**src/hw/uart_msfc_cfg.svh**
```systemverilog
// Offsets, field positions, reset values and trigger levels of the block
`ifndef UART_MSFC_CFG_SVH
`define UART_MSFC_CFG_SVH

// Register indexes on the 4-bit register port
`define MSFC_ADDR_W          4
`define MSFC_OFS_MODEM_STAT  4'h0
`define MSFC_OFS_MODEM_CTRL  4'h1
`define MSFC_OFS_SCRATCH     4'h2
`define MSFC_OFS_ENH_FEAT    4'h3
`define MSFC_OFS_RESUME1     4'h4
`define MSFC_OFS_RESUME2     4'h5
`define MSFC_OFS_PAUSE1      4'h6
`define MSFC_OFS_PAUSE2      4'h7
`define MSFC_OFS_INT_STAT    4'h8
`define MSFC_OFS_INT_EN      4'h9
`define MSFC_OFS_INT_CLR     4'hA

// Modem control fields
`define MCR_DTR              0
`define MCR_RTS              1
`define MCR_OP1              2
`define MCR_OP2              3
`define MCR_LOOP             4

// Enhanced feature fields
`define EFR_AUTO_RTS         6
`define EFR_AUTO_CTS         7

// Interrupt status fields
`define INT_MODEM            0
`define INT_RX_TRIG          1

// Reset values
`define MCR_RST              5'h00
`define EFR_RST              8'h00
`define BYTE_RST             8'h00
`define INT_RST              2'h0

// Receive FIFO depth and trigger levels in bytes
`define RX_FIFO_DEPTH        32
`define RX_TRIG_L0           8
`define RX_TRIG_L1           16
`define RX_TRIG_L2           24
`define RX_TRIG_L3           28

`endif

```
**src/hw/uart_msfc_pkg.sv**
```systemverilog
// Types shared by the modem status and flow control block
package uart_msfc_pkg;

    typedef enum logic [0:0] {
        RTS_OPEN = 1'b0,
        RTS_HELD = 1'b1
    } rts_state_t;

    typedef struct packed {
        logic [3:0] sync1;
        logic [3:0] sync2;
        logic [3:0] stat_prev;
        logic [3:0] delta;
        logic [4:0] modem_control_reg;
        logic [7:0] scratch;
        logic [7:0] enhanced_feature_control;
        logic [7:0] resume1;
        logic [7:0] resume2;
        logic [7:0] pause1;
        logic [7:0] pause2;
        logic [1:0] int_stat;
        logic [1:0] int_en;
        logic       trig_prev;
        rts_state_t rts_st;
        logic [7:0] rdata;
        logic       rts_n;
        logic       dtr_n;
        logic       op1_n;
        logic       op2_n;
        logic       tx_en;
        logic       irq;
    } state_t;

endpackage

```
**src/hw/uart_modem_status_flow_ctrl.sv**
```systemverilog
// Modem status, scratch byte and automatic CTS/RTS flow control of a UART
//
// How it works
// - Reading modem status clears all change flags
// - Status bit 7 is inverted CD, or OP2
// - Status bit 6 is inverted RI, or OP1
// - Status bit 5 is inverted DSR, or DTR
// - Status bit 4 is inverted CTS, or RTS
// - CD, DSR, CTS changes set flags 3,1,0
// - Ring flag sets only on pin rising
// - Any change flag raises modem interrupt
// - Scratch byte holds last written value
// - Feature bits 0-3 pick single/dual char mode
// - Dual mode pairs resume and pause chars
// - Auto CTS and RTS off after reset
// - Auto CTS halts transmitter while CTS high
// - Auto RTS interrupts at programmed trigger
// - Auto RTS drives pin high at next level
// - RTS low again below next lower level
// - Without auto RTS, pin follows control bit outside loopback
//
// Decided for this implementation: the register offsets and the address-and-strobe port.
`timescale 1ns/10ps
`include "uart_msfc_cfg.svh"

module uart_modem_status_flow_ctrl
#(
    parameter int FIFO_DEPTH = `RX_FIFO_DEPTH,
    parameter int FILL_W     = 6,
    parameter int TRIG_L0    = `RX_TRIG_L0,
    parameter int TRIG_L1    = `RX_TRIG_L1,
    parameter int TRIG_L2    = `RX_TRIG_L2,
    parameter int TRIG_L3    = `RX_TRIG_L3
)
(
    // Clock, reset, enable
    input  wire logic                      core_clk_i,
    input  wire logic                      resetn_i,
    input  wire logic                      clk_en_i,
    // Register port
    input  wire logic [`MSFC_ADDR_W-1:0]   addr_i,
    input  wire logic [7:0]                wdata_i,
    input  wire logic                      wr_i,
    input  wire logic                      rd_i,
    output logic      [7:0]                rdata_o,
    // Modem inputs, active low, asynchronous
    input  wire logic                      cd_n_i,
    input  wire logic                      ri_n_i,
    input  wire logic                      dsr_n_i,
    input  wire logic                      cts_n_i,
    // Modem outputs, active low
    output logic                           rts_n_o,
    output logic                           dtr_n_o,
    output logic                           op1_n_o,
    output logic                           op2_n_o,
    // Receive FIFO and transmitter side
    input  wire logic [FILL_W-1:0]         rx_fill_i,
    input  wire logic [1:0]                trig_sel_i,
    output logic                           tx_en_o,
    // Software flow control selection
    output logic [3:0]                     sw_flow_sel_o,
    output logic                           tx_dual_o,
    output logic                           rx_dual_o,
    output logic [15:0]                    resume_pair_o,
    output logic [15:0]                    pause_pair_o,
    // Interrupt
    output logic                           irq_o
);

    initial
    begin
        if (FIFO_DEPTH >= (1 << FILL_W) || TRIG_L0 < 1 ||
            TRIG_L0 >= TRIG_L1 || TRIG_L1 >= TRIG_L2 ||
            TRIG_L2 >= TRIG_L3 || TRIG_L3 > FIFO_DEPTH)
            $error("uart_modem_status_flow_ctrl: bad FIFO parameters");
    end

    // Trigger level by index; index 4 stands for a full FIFO
    function automatic logic [FILL_W-1:0] trig_level(input logic [2:0] idx);
        case (idx)
            3'h0:    trig_level = FILL_W'(TRIG_L0);
            3'h1:    trig_level = FILL_W'(TRIG_L1);
            3'h2:    trig_level = FILL_W'(TRIG_L2);
            3'h3:    trig_level = FILL_W'(TRIG_L3);
            default: trig_level = FILL_W'(FIFO_DEPTH);
        endcase
    endfunction

    function automatic logic reg_hit(input logic                  strobe,
                                     input logic [`MSFC_ADDR_W-1:0] ofs);
        reg_hit = strobe && (addr_i == ofs);
    endfunction

    localparam uart_msfc_pkg::state_t STATE_RST = '{
        sync1:     4'hF,
        sync2:     4'hF,
        stat_prev: 4'h0,
        delta:     4'h0,
        modem_control_reg:       `MCR_RST,
        scratch:   `BYTE_RST,
        enhanced_feature_control:       `EFR_RST,
        resume1:   `BYTE_RST,
        resume2:   `BYTE_RST,
        pause1:    `BYTE_RST,
        pause2:    `BYTE_RST,
        int_stat:  `INT_RST,
        int_en:    `INT_RST,
        trig_prev: 1'b0,
        rts_st:    uart_msfc_pkg::RTS_OPEN,
        rdata:     8'h00,
        rts_n:     1'b1,
        dtr_n:     1'b1,
        op1_n:     1'b1,
        op2_n:     1'b1,
        tx_en:     1'b1,
        irq:       1'b0
    };

    uart_msfc_pkg::state_t s_r;
    uart_msfc_pkg::state_t s_nxt;

    logic [3:0]        stat_now;
    logic [3:0]        edge_vec;
    logic [7:0]        msr_val;
    logic              loop_on;
    logic              auto_cts;
    logic              auto_rts;
    logic              msr_rd;
    logic              at_trig;
    logic [FILL_W-1:0] lvl_next;
    logic [FILL_W-1:0] lvl_low;

    assign loop_on  = s_r.modem_control_reg[`MCR_LOOP];
    assign auto_cts = s_r.enhanced_feature_control[`EFR_AUTO_CTS];
    assign auto_rts = s_r.enhanced_feature_control[`EFR_AUTO_RTS];
    assign msr_rd   = reg_hit(rd_i, `MSFC_OFS_MODEM_STAT);

    // Upper status nibble: {CD, RI, DSR, CTS}
    always_comb
    begin
        if (loop_on)
            stat_now = {s_r.modem_control_reg[`MCR_OP2], s_r.modem_control_reg[`MCR_OP1],
                        s_r.modem_control_reg[`MCR_DTR], s_r.modem_control_reg[`MCR_RTS]};
        else
            stat_now = ~s_r.sync2;
    end

    // Change detection works on the reported state, so loopback
    // exercises the flags exactly as the pins would.
    always_comb
    begin
        edge_vec[3] = stat_now[3] ^ s_r.stat_prev[3];
        edge_vec[2] = s_r.stat_prev[2] & ~stat_now[2];
        edge_vec[1] = stat_now[1] ^ s_r.stat_prev[1];
        edge_vec[0] = stat_now[0] ^ s_r.stat_prev[0];
    end

    assign msr_val = {stat_now, s_r.delta};

    // RTS release below the level under the programmed one
    assign at_trig  = rx_fill_i >= trig_level({1'b0, trig_sel_i});
    assign lvl_next = trig_level({1'b0, trig_sel_i} + 3'h1);
    assign lvl_low  = (trig_sel_i == 2'h0) ? trig_level(3'h0)
                                           : trig_level({1'b0, trig_sel_i}
                                                        - 3'h1);

    always_comb
    begin
        s_nxt = s_r;
        // Only sync2 is read by logic; sync1 feeds sync2 alone
        s_nxt.sync1     = {cd_n_i, ri_n_i, dsr_n_i, cts_n_i};
        s_nxt.sync2     = s_r.sync1;
        s_nxt.stat_prev = stat_now;

        // Set wins over the read clear
        s_nxt.delta = (msr_rd ? 4'h0 : s_r.delta) | edge_vec;

        if (reg_hit(wr_i, `MSFC_OFS_MODEM_CTRL))
            s_nxt.modem_control_reg = wdata_i[4:0];
        if (reg_hit(wr_i, `MSFC_OFS_SCRATCH))
            s_nxt.scratch = wdata_i;
        if (reg_hit(wr_i, `MSFC_OFS_ENH_FEAT))
            s_nxt.enhanced_feature_control = wdata_i;
        if (reg_hit(wr_i, `MSFC_OFS_RESUME1))
            s_nxt.resume1 = wdata_i;
        if (reg_hit(wr_i, `MSFC_OFS_RESUME2))
            s_nxt.resume2 = wdata_i;
        if (reg_hit(wr_i, `MSFC_OFS_PAUSE1))
            s_nxt.pause1 = wdata_i;
        if (reg_hit(wr_i, `MSFC_OFS_PAUSE2))
            s_nxt.pause2 = wdata_i;
        if (reg_hit(wr_i, `MSFC_OFS_INT_EN))
            s_nxt.int_en = wdata_i[1:0];

        // Interrupt status: clear first, then events so they win
        if (reg_hit(wr_i, `MSFC_OFS_INT_CLR))
            s_nxt.int_stat = s_r.int_stat & ~wdata_i[1:0];
        if (msr_rd)
            s_nxt.int_stat[`INT_MODEM] = 1'b0;
        if (|s_nxt.delta)
            s_nxt.int_stat[`INT_MODEM] = 1'b1;
        s_nxt.trig_prev = at_trig;
        if (auto_rts && at_trig && !s_r.trig_prev)
            s_nxt.int_stat[`INT_RX_TRIG] = 1'b1;

        // Auto RTS hysteresis
        case (s_r.rts_st)
            uart_msfc_pkg::RTS_OPEN:
            begin
                if (auto_rts && rx_fill_i >= lvl_next)
                    s_nxt.rts_st = uart_msfc_pkg::RTS_HELD;
            end
            uart_msfc_pkg::RTS_HELD:
            begin
                if (!auto_rts || rx_fill_i < lvl_low)
                    s_nxt.rts_st = uart_msfc_pkg::RTS_OPEN;
            end
            default:
                s_nxt.rts_st = uart_msfc_pkg::RTS_OPEN;
        endcase

        // Pins go inactive in loopback so the modem sees no stray levels
        if (loop_on)
        begin
            s_nxt.rts_n = 1'b1;
            s_nxt.dtr_n = 1'b1;
            s_nxt.op1_n = 1'b1;
            s_nxt.op2_n = 1'b1;
        end
        else
        begin
            if (s_nxt.enhanced_feature_control[`EFR_AUTO_RTS])
                s_nxt.rts_n = (s_nxt.rts_st == uart_msfc_pkg::RTS_HELD);
            else
                s_nxt.rts_n = ~s_nxt.modem_control_reg[`MCR_RTS];
            s_nxt.dtr_n = ~s_nxt.modem_control_reg[`MCR_DTR];
            s_nxt.op1_n = ~s_nxt.modem_control_reg[`MCR_OP1];
            s_nxt.op2_n = ~s_nxt.modem_control_reg[`MCR_OP2];
        end

        // Transmitter stops while CTS pin is high; this relies on the
        // modem holding CTS high only to pause us
        s_nxt.tx_en = ~(s_nxt.enhanced_feature_control[`EFR_AUTO_CTS] &
                        s_r.sync2[0]);

        s_nxt.irq = |(s_nxt.int_stat & s_nxt.int_en);

        // Read data appear in the cycle after the strobe only
        s_nxt.rdata = 8'h00;
        if (rd_i)
        begin
            case (addr_i)
                `MSFC_OFS_MODEM_STAT: s_nxt.rdata = msr_val;
                `MSFC_OFS_MODEM_CTRL: s_nxt.rdata = {3'h0, s_r.modem_control_reg};
                `MSFC_OFS_SCRATCH:    s_nxt.rdata = s_r.scratch;
                `MSFC_OFS_ENH_FEAT:   s_nxt.rdata = s_r.enhanced_feature_control;
                `MSFC_OFS_RESUME1:    s_nxt.rdata = s_r.resume1;
                `MSFC_OFS_RESUME2:    s_nxt.rdata = s_r.resume2;
                `MSFC_OFS_PAUSE1:     s_nxt.rdata = s_r.pause1;
                `MSFC_OFS_PAUSE2:     s_nxt.rdata = s_r.pause2;
                `MSFC_OFS_INT_STAT:   s_nxt.rdata = {6'h00, s_r.int_stat};
                `MSFC_OFS_INT_EN:     s_nxt.rdata = {6'h00, s_r.int_en};
                default:              s_nxt.rdata = 8'h00;
            endcase
        end
    end

    always_ff @(posedge core_clk_i)
    begin
        if (!resetn_i)
            s_r <= STATE_RST;
        else if (clk_en_i)
            s_r <= s_nxt;
    end

    assign rdata_o = s_r.rdata;
    assign rts_n_o = s_r.rts_n;
    assign dtr_n_o = s_r.dtr_n;
    assign op1_n_o = s_r.op1_n;
    assign op2_n_o = s_r.op2_n;
    assign tx_en_o = s_r.tx_en;
    assign irq_o   = s_r.irq;

    // Software flow control selection from the feature register, character pairs from the resume and pause registers
    assign sw_flow_sel_o = s_r.enhanced_feature_control[3:0];
    assign tx_dual_o     = s_r.enhanced_feature_control[3] & s_r.enhanced_feature_control[2];
    assign rx_dual_o     = s_r.enhanced_feature_control[1] & s_r.enhanced_feature_control[0];
    assign resume_pair_o = {s_r.resume1, s_r.resume2};
    assign pause_pair_o  = {s_r.pause1, s_r.pause2};
endmodule

```
**config.mk**
```make
export PLATFORM = sky130hd
export DESIGN_NAME = uart_modem_status_flow_ctrl
export DESIGN_NICKNAME = d
export VERILOG_FILES = /design/src/hw/uart_msfc_pkg.sv /design/src/hw/uart_modem_status_flow_ctrl.sv
export VERILOG_INCLUDE_DIRS = /design/src /design/src/hw
export SDC_FILE = /design/constraint.sdc
export NUM_CORES = 1
export LEC_CHECK = 0
export BUFFER_PORTS_ARGS = -buffer_cell sky130_fd_sc_hd__clkbuf_2
export CAP_MARGIN = 20
export CORE_MARGIN = 2
export CORE_UTILIZATION = 60
export DETAILED_ROUTE_END_ITERATION = 8
export PLACE_DENSITY = 0.87
export SYNTH_ARGS = -nofsm -noshare
export SYNTH_HDL_FRONTEND = slang
export SYNTH_SLANG_ARGS = --single-unit
```
**constraint.sdc**
```tcl
create_clock -name core_clk_i -period 6.05 [get_ports core_clk_i]
set_input_delay 1.21 -clock core_clk_i [delete_from_list [all_inputs] [get_ports core_clk_i]]
set_output_delay 1.21 -clock core_clk_i [all_outputs]
set_load 0.02 [all_outputs]
```
Yosys cells after proc, flatten, opt, wreduce, memory -nomap -nowiden
Cells that the tools add are included.

Add/subtract/negate cells: 2. Multiply operators: 0. Div/mod/pow operators: 0. $lt $le $gt $ge: 3. Equality and inequality tests: 19. Shift-type cells: 0. Mux-type cells: 20. Bitwise gates (word level): 19. Reductions and logical operators: 29.

Operators by type and width (number): $pmux W8 S10 (1); $pmux W6 S4 (3); $eq A4 B3 Y1 const B (4); $mux W4 (4); $mux W8 (2); $reduce_and A2 Y1 (7); $logic_and A1 B1 Y1 (13); $eq A3 B2 Y1 const B (4); $eq A4 B4 Y1 const B (3); $ge A6 B6 Y1 (2); $eq A4 B2 Y1 const B (2); $not A1 Y1 (7); $eq A3 B1 Y1 const B (2); $logic_not A3 Y1 (2); $lt A6 B6 Y1 (1); $mux W1 (6); $mux W6 (1); $and A1 B1 Y1 (4); $and A2 B2 Y2 (2); $eq A2 B2 Y1 const B (2); $eq A4 B1 Y1 const B (1); $logic_not A4 Y1 (1); $mux W2 (2); $not A4 Y4 (1); 12 further kinds (15).

Register bits: 89. Bits in latches: 0. RAM bits: 0. Bits in read-only memories: 0. Bits of input ports: 29. Output and inout port bits: 52. Word-level logic and storage cells: 116. Memories kept: 0.

Depth between registers and ports, before layout
Depth in word-level cells: 10. Depth in mapped cells: 9. Gate-level depth less buffers: 9.

Least setup slack after synthesis
OpenSTA, ideal clock, no wires.

Kind: input port to flip-flop. Start point: input port trig_sel_i[0]. End point: register s_r (netlist bit irq_o). Setup time: 95 ps. Arrival: 2843 ps. Required time: 5955 ps. Slack: 3112 ps. Stages on the path: 7. Buffers on the path: 0. Path through: ha_1 > ha_1 > or3b_1 > a221oi_1 > a21oi_1 > or4_1 > o311ai_1.

Longest elaborated chain between the ends: 8. Elaborated cells on any way between the ends: 11. Those cells by class: 1 x order compare; 3 x eq/ne; 2 x mux; 1 x bitwise; 4 x reduce/logical.

RTL lines: start: declaration (line uart_modem_status_flow_ctrl.sv:58) `input wire logic [1:0] trig_sel_i,`; $eq A2 B2 Y1, or another cell as far along (line uart_modem_status_flow_ctrl.sv:80) `case (idx)`; $pmux W6 S4 (*) (line uart_modem_status_flow_ctrl.sv:80); $ge A6 B6 Y1 (*) (line uart_modem_status_flow_ctrl.sv:161) `assign at_trig = rx_fill_i >= trig_level({1'b0, trig_sel_i});`; $logic_and A1 B1 Y1 (*) (2 in a row) (line uart_modem_status_flow_ctrl.sv:203) `if (auto_rts && at_trig && !s_r.trig_prev)`; $mux W1 (*) (line uart_modem_status_flow_ctrl.sv:203); $and A2 B2 Y2 (*) (line uart_modem_status_flow_ctrl.sv:246) `s_nxt.irq = |(s_nxt.int_stat & s_nxt.int_en);`; $reduce_or A2 Y1 (*) (line uart_modem_status_flow_ctrl.sv:246); end signal: assignment (line uart_modem_status_flow_ctrl.sv:273) `s_r <= s_nxt;`; end: declaration (line uart_modem_status_flow_ctrl.sv:119) `uart_msfc_pkg::state_t s_r;`.

Every way passes the cells marked *; elsewhere a longest branch is shown, timed or not. The select of a mux whose other input is x is not followed. A chain may end at the register's enable or synchronous reset.

Worst setup path in the final report
Start point: input port clk_en_i. End point: register s_r (netlist bit pause_pair_o[15]).

Longest elaborated chain between the ends: 1.

RTL lines: start: declaration (line uart_modem_status_flow_ctrl.sv:39) `input wire logic clk_en_i,`; $reduce_and A2 Y1 (no line).

Every way passes these cells.

==> summary.txt <==
Synth
  – Post-synthesis net count: 575
  – Synth Area in Simple Gates: 0.190
  – Mapped Area: 0.00487 sq mm
  – Seq/Total Area, Yosys: 0.366
  – Post-synthesis cell type count: 65
  – Xor-xnor portion of the synthesized cell area: 0.00360
  – Gate Count Post-Synth: 530
  – Ys flop type: dfxtp_1
  – Ys async rst share: 0
  – Largest family of logic cells by synthesized area: simple AND/OR/NAND/NOR gates
  – Post-synthesis mux area share: 0.179
  – Post-synth EDFFs: 0
  – Compound-Gate Fraction of Synth Area: 0.110
  – Mean post-synth cell area: 9.18 sq um
  – Synth Area in Adders: 0.0411
  – Ys Warns: 0
  – #FFs+latches synth: 89

STA
  – Post-layout min period: 3.19 ns
  – Slew HR: 0.415
  – Final Hold Vio Count: 0
  – Final setup TNS: 0 ns
  – Slew @ Worst Pin: 0.878 ns
  – Final Cycle Share: 0.528
  – Max frequency: 313 MHz
  – Final-report max-slew violation count: 0
  – RSZ-0062 raised after global routing: no
  – Worst Skew: 0.0114 ns
  – WHS: 0.460 ns
  – Setup violators final: 0

Critical path
  – Reg-to-Reg End: irq_o
  – Worst Setup End Kind: flop
  – Slowest stage delay, CP: 0.73 ns
  – Setup CP Type: input port to flop
  – Reg2reg setup slack: 4.21 ns
  – Worst EP arrival: 3.41 ns
  – Worst EP required: 6.27 ns
  – R2r startpoint: loop_on
  – Crit path cell chain: clkbuf_2 -> nand2_1 -> nor4_4 -> mux2i_1 -> nor2_1
  – FF-to-FF path depth: 4
  – CP Max Fanout: 37
  – Crit-path slowest cell: nor4_4
  – Startpoint Class: input port

Clock network
  – Clock latency on the worst-skew pair: 0.36 ns
  – Setup Buffers After CTS: 0
  – CTS tree: done
  – Clk root buf: clkbuf_8
  – Clock buffer count from CTS: 9
  – PostCTS Resize Cnt: 0
  – Htree depth: 3
  – Clock sink total: 89
  – Post-CTS Hold Buffers: 0
  – CTS Buffer Depth: 2
  – Reg clk slew, reported paths: 0.08 ns

Floorplan
  – Core area: 0.00781 sq mm
  – Die Wd: 94.1 um
  – Die area: 0.00885 sq mm
  – Row count: 32
  – Io pins: 81
  – Starting Density: 0.623
  – Die height: 94.1 um

Global routing
  – Vias in the first global route: 3740
  – First-pass GRT wire length: 18200 um
  – GRT Util Overall: 0.265
  – Initial antenna violation count: 0
  – Total congestion overflow: 0
  – Largest net degree at the start of global routing: 69

Routing
  – Drt initial violations: 474
  – Via Count: 3977
  – Drt drc: 0
  – First-pass DRT Iterations: 5
  – Vias per cell: 6.08
  – Routed wire length: 11600 um
  – Wire length per cell: 17.7 um
  – DRT antenna net count: 0

Power and ir drop
  – Switching power: 0.289 mW
  – Int Pwr: 0.794 mW
  – Combinational share of power: 0.110
  – Sw Share: 0.267
  – Part of the power in the clock network: 0.335
  – Pleak: 2.08 nW
  – Sequential share of power: 0.555
  – Total chip power: 1.08 mW
  – Pwr Density: 213 mW/mm^2
  – VDD IR-drop max: 0.000130 V

Cells and area
  – Final net count: 592
  – Post-route cell area: 0.00509 sq mm
  – Antenna Cells: 0
  – Area growth from synthesis to layout: 4.53%
  – Final Util: 0.651
  – Share of layout cells above drive strength 1: 0.205

Place
  – Port-buffer cells: 80
  – Final HPWL DP: 8440 um
  – Area after DPL: 0.00491 sq mm
  – Placer Congestion: 0.924

Run
  – Max_cap viols: 0

Hold path
  – Hold endpoint: rdata_o[5]
  – WHS Path Cells: 2
  – Worst Hold Launch: rdata_o[5]
  – Type of the worst min-delay path: flop to flop

Status
  – Status: completed
## Yosys cell counts, drive strengths merged, types with 4 or more instances
master | number | area [sq um]
mux2i | 79 | 791
and2 | 5 | 31.3
nor2b | 10 | 62.6
buf | 59 | 428
inv | 10 | 37.5
nor2 | 74 | 278
o21ai | 13 | 65.1
nand3 | 5 | 25.0
nor3 | 18 | 145
a21oi | 12 | 60.1
dfxtp | 89 | 1780
a22oi | 12 | 90.1
o22ai | 6 | 37.5
o21a | 4 | 30.0
nand2b | 11 | 78.8
nand2 | 31 | 116
ha | 16 | 200
clkbuf | 16 | 60.1
## layer usage
metal  global-route usage  up-vias  part of all wire
li1                     -     1849                 -
met1                0.354     1864              0.42
met2                0.413      228              0.46
met3               0.0634       36             0.095
met4                0.103        0             0.028
met5                    0        -                 0
## state kept, by name, summed over array words and instances, names as in the netlist
| name | cells |
|---|---|
| irq_o | 1 |
| s_r | 28 |
| rdata_o | 8 |
| tx_en_o | 1 |
| rts_n_o | 1 |
| msr_val | 4 |
| op2_n_o | 1 |
| dtr_n_o | 1 |
| pause_pair_o | 16 |
| loop_on | 1 |
| s_nxt | 4 |
| auto_cts | 1 |
| sw_flow_sel_o | 4 |
| resume_pair_o | 16 |
| op1_n_o | 1 |
| auto_rts | 1 |
## placed cells by master (no fill, tap or decap), types with 6 or more instances in the layout
cell type  synthesis  final
nor3_1            12     12
nand2_1           31     31
clkbuf_8           0     10
clkbuf_2           0     80
a22oi_1           12     12
nor2b_1           10     10
o22ai_1            6      6
nand2b_1           9      9
o21ai_0           13     13
ha_1              16     16
inv_1             10     10
dfxtp_1           89     89
a21oi_1           12     12
nor2_1            74     74
mux2i_1           79     79
## cell families after synthesis
family	count (synthesis)
AND/OR/NAND/NOR	175
flip-flops	89
buffers and inverters	87
multiplexers	83
AO/OA/AOI/OAI	77
adder cells (fa/ha/maj)	16
XOR/XNOR	2
other	1
## cell type report
class                      instances  area (sq um)
fill                             646          2720
multi-input combinational        354          2550
sequential                        89          1780
timing repair buffer              81           408
clock buffer                      11           141
tap                              102           128
inverter                          12          45.0
clock inverter                     5          31.3
## power by group through the flow
stage               registers (mW)  logic [mW]  clock network [mW]
floorplan                    0.613      0.0868                   0
global placement             0.614       0.113                   0
detailed placement           0.615       0.117                   0
CTS                          0.601       0.118               0.367
global route                 0.602       0.130               0.389
finish                       0.601       0.119               0.363
## worst max-delay path: cells and delay by family
| family | cells | cell delay (ns) |
|---|---|---|
| buf+inv | 1 | 0.65 |
| mux | 1 | 0.29 |
| simple gates | 3 | 1.25 |
## worst max path at each step
stage,start,depth (start not counted),to
global route,clk_en_i,5,pause_pair_o[15]
CTS,clk_en_i,5,pause_pair_o[15]
floorplan,trig_sel_i[0],7,irq_o
finish,clk_en_i,5,pause_pair_o[15]
detailed placement,clk_en_i,5,resume_pair_o[8]
global placement,clk_en_i,5,pause_pair_o[14]
## metrics by stage
step | std cells | setup slack, ns
2_1_floorplan | 530 | 3.11
3_3_place_gp | 638 | 2.64
3_5_place_dp | 638 | 2.53
4_1_cts | 654 | 2.92
5_1_grt | 654 | 2.72
6_report | 654 | 2.86
(Power assumes the default switching activity.)
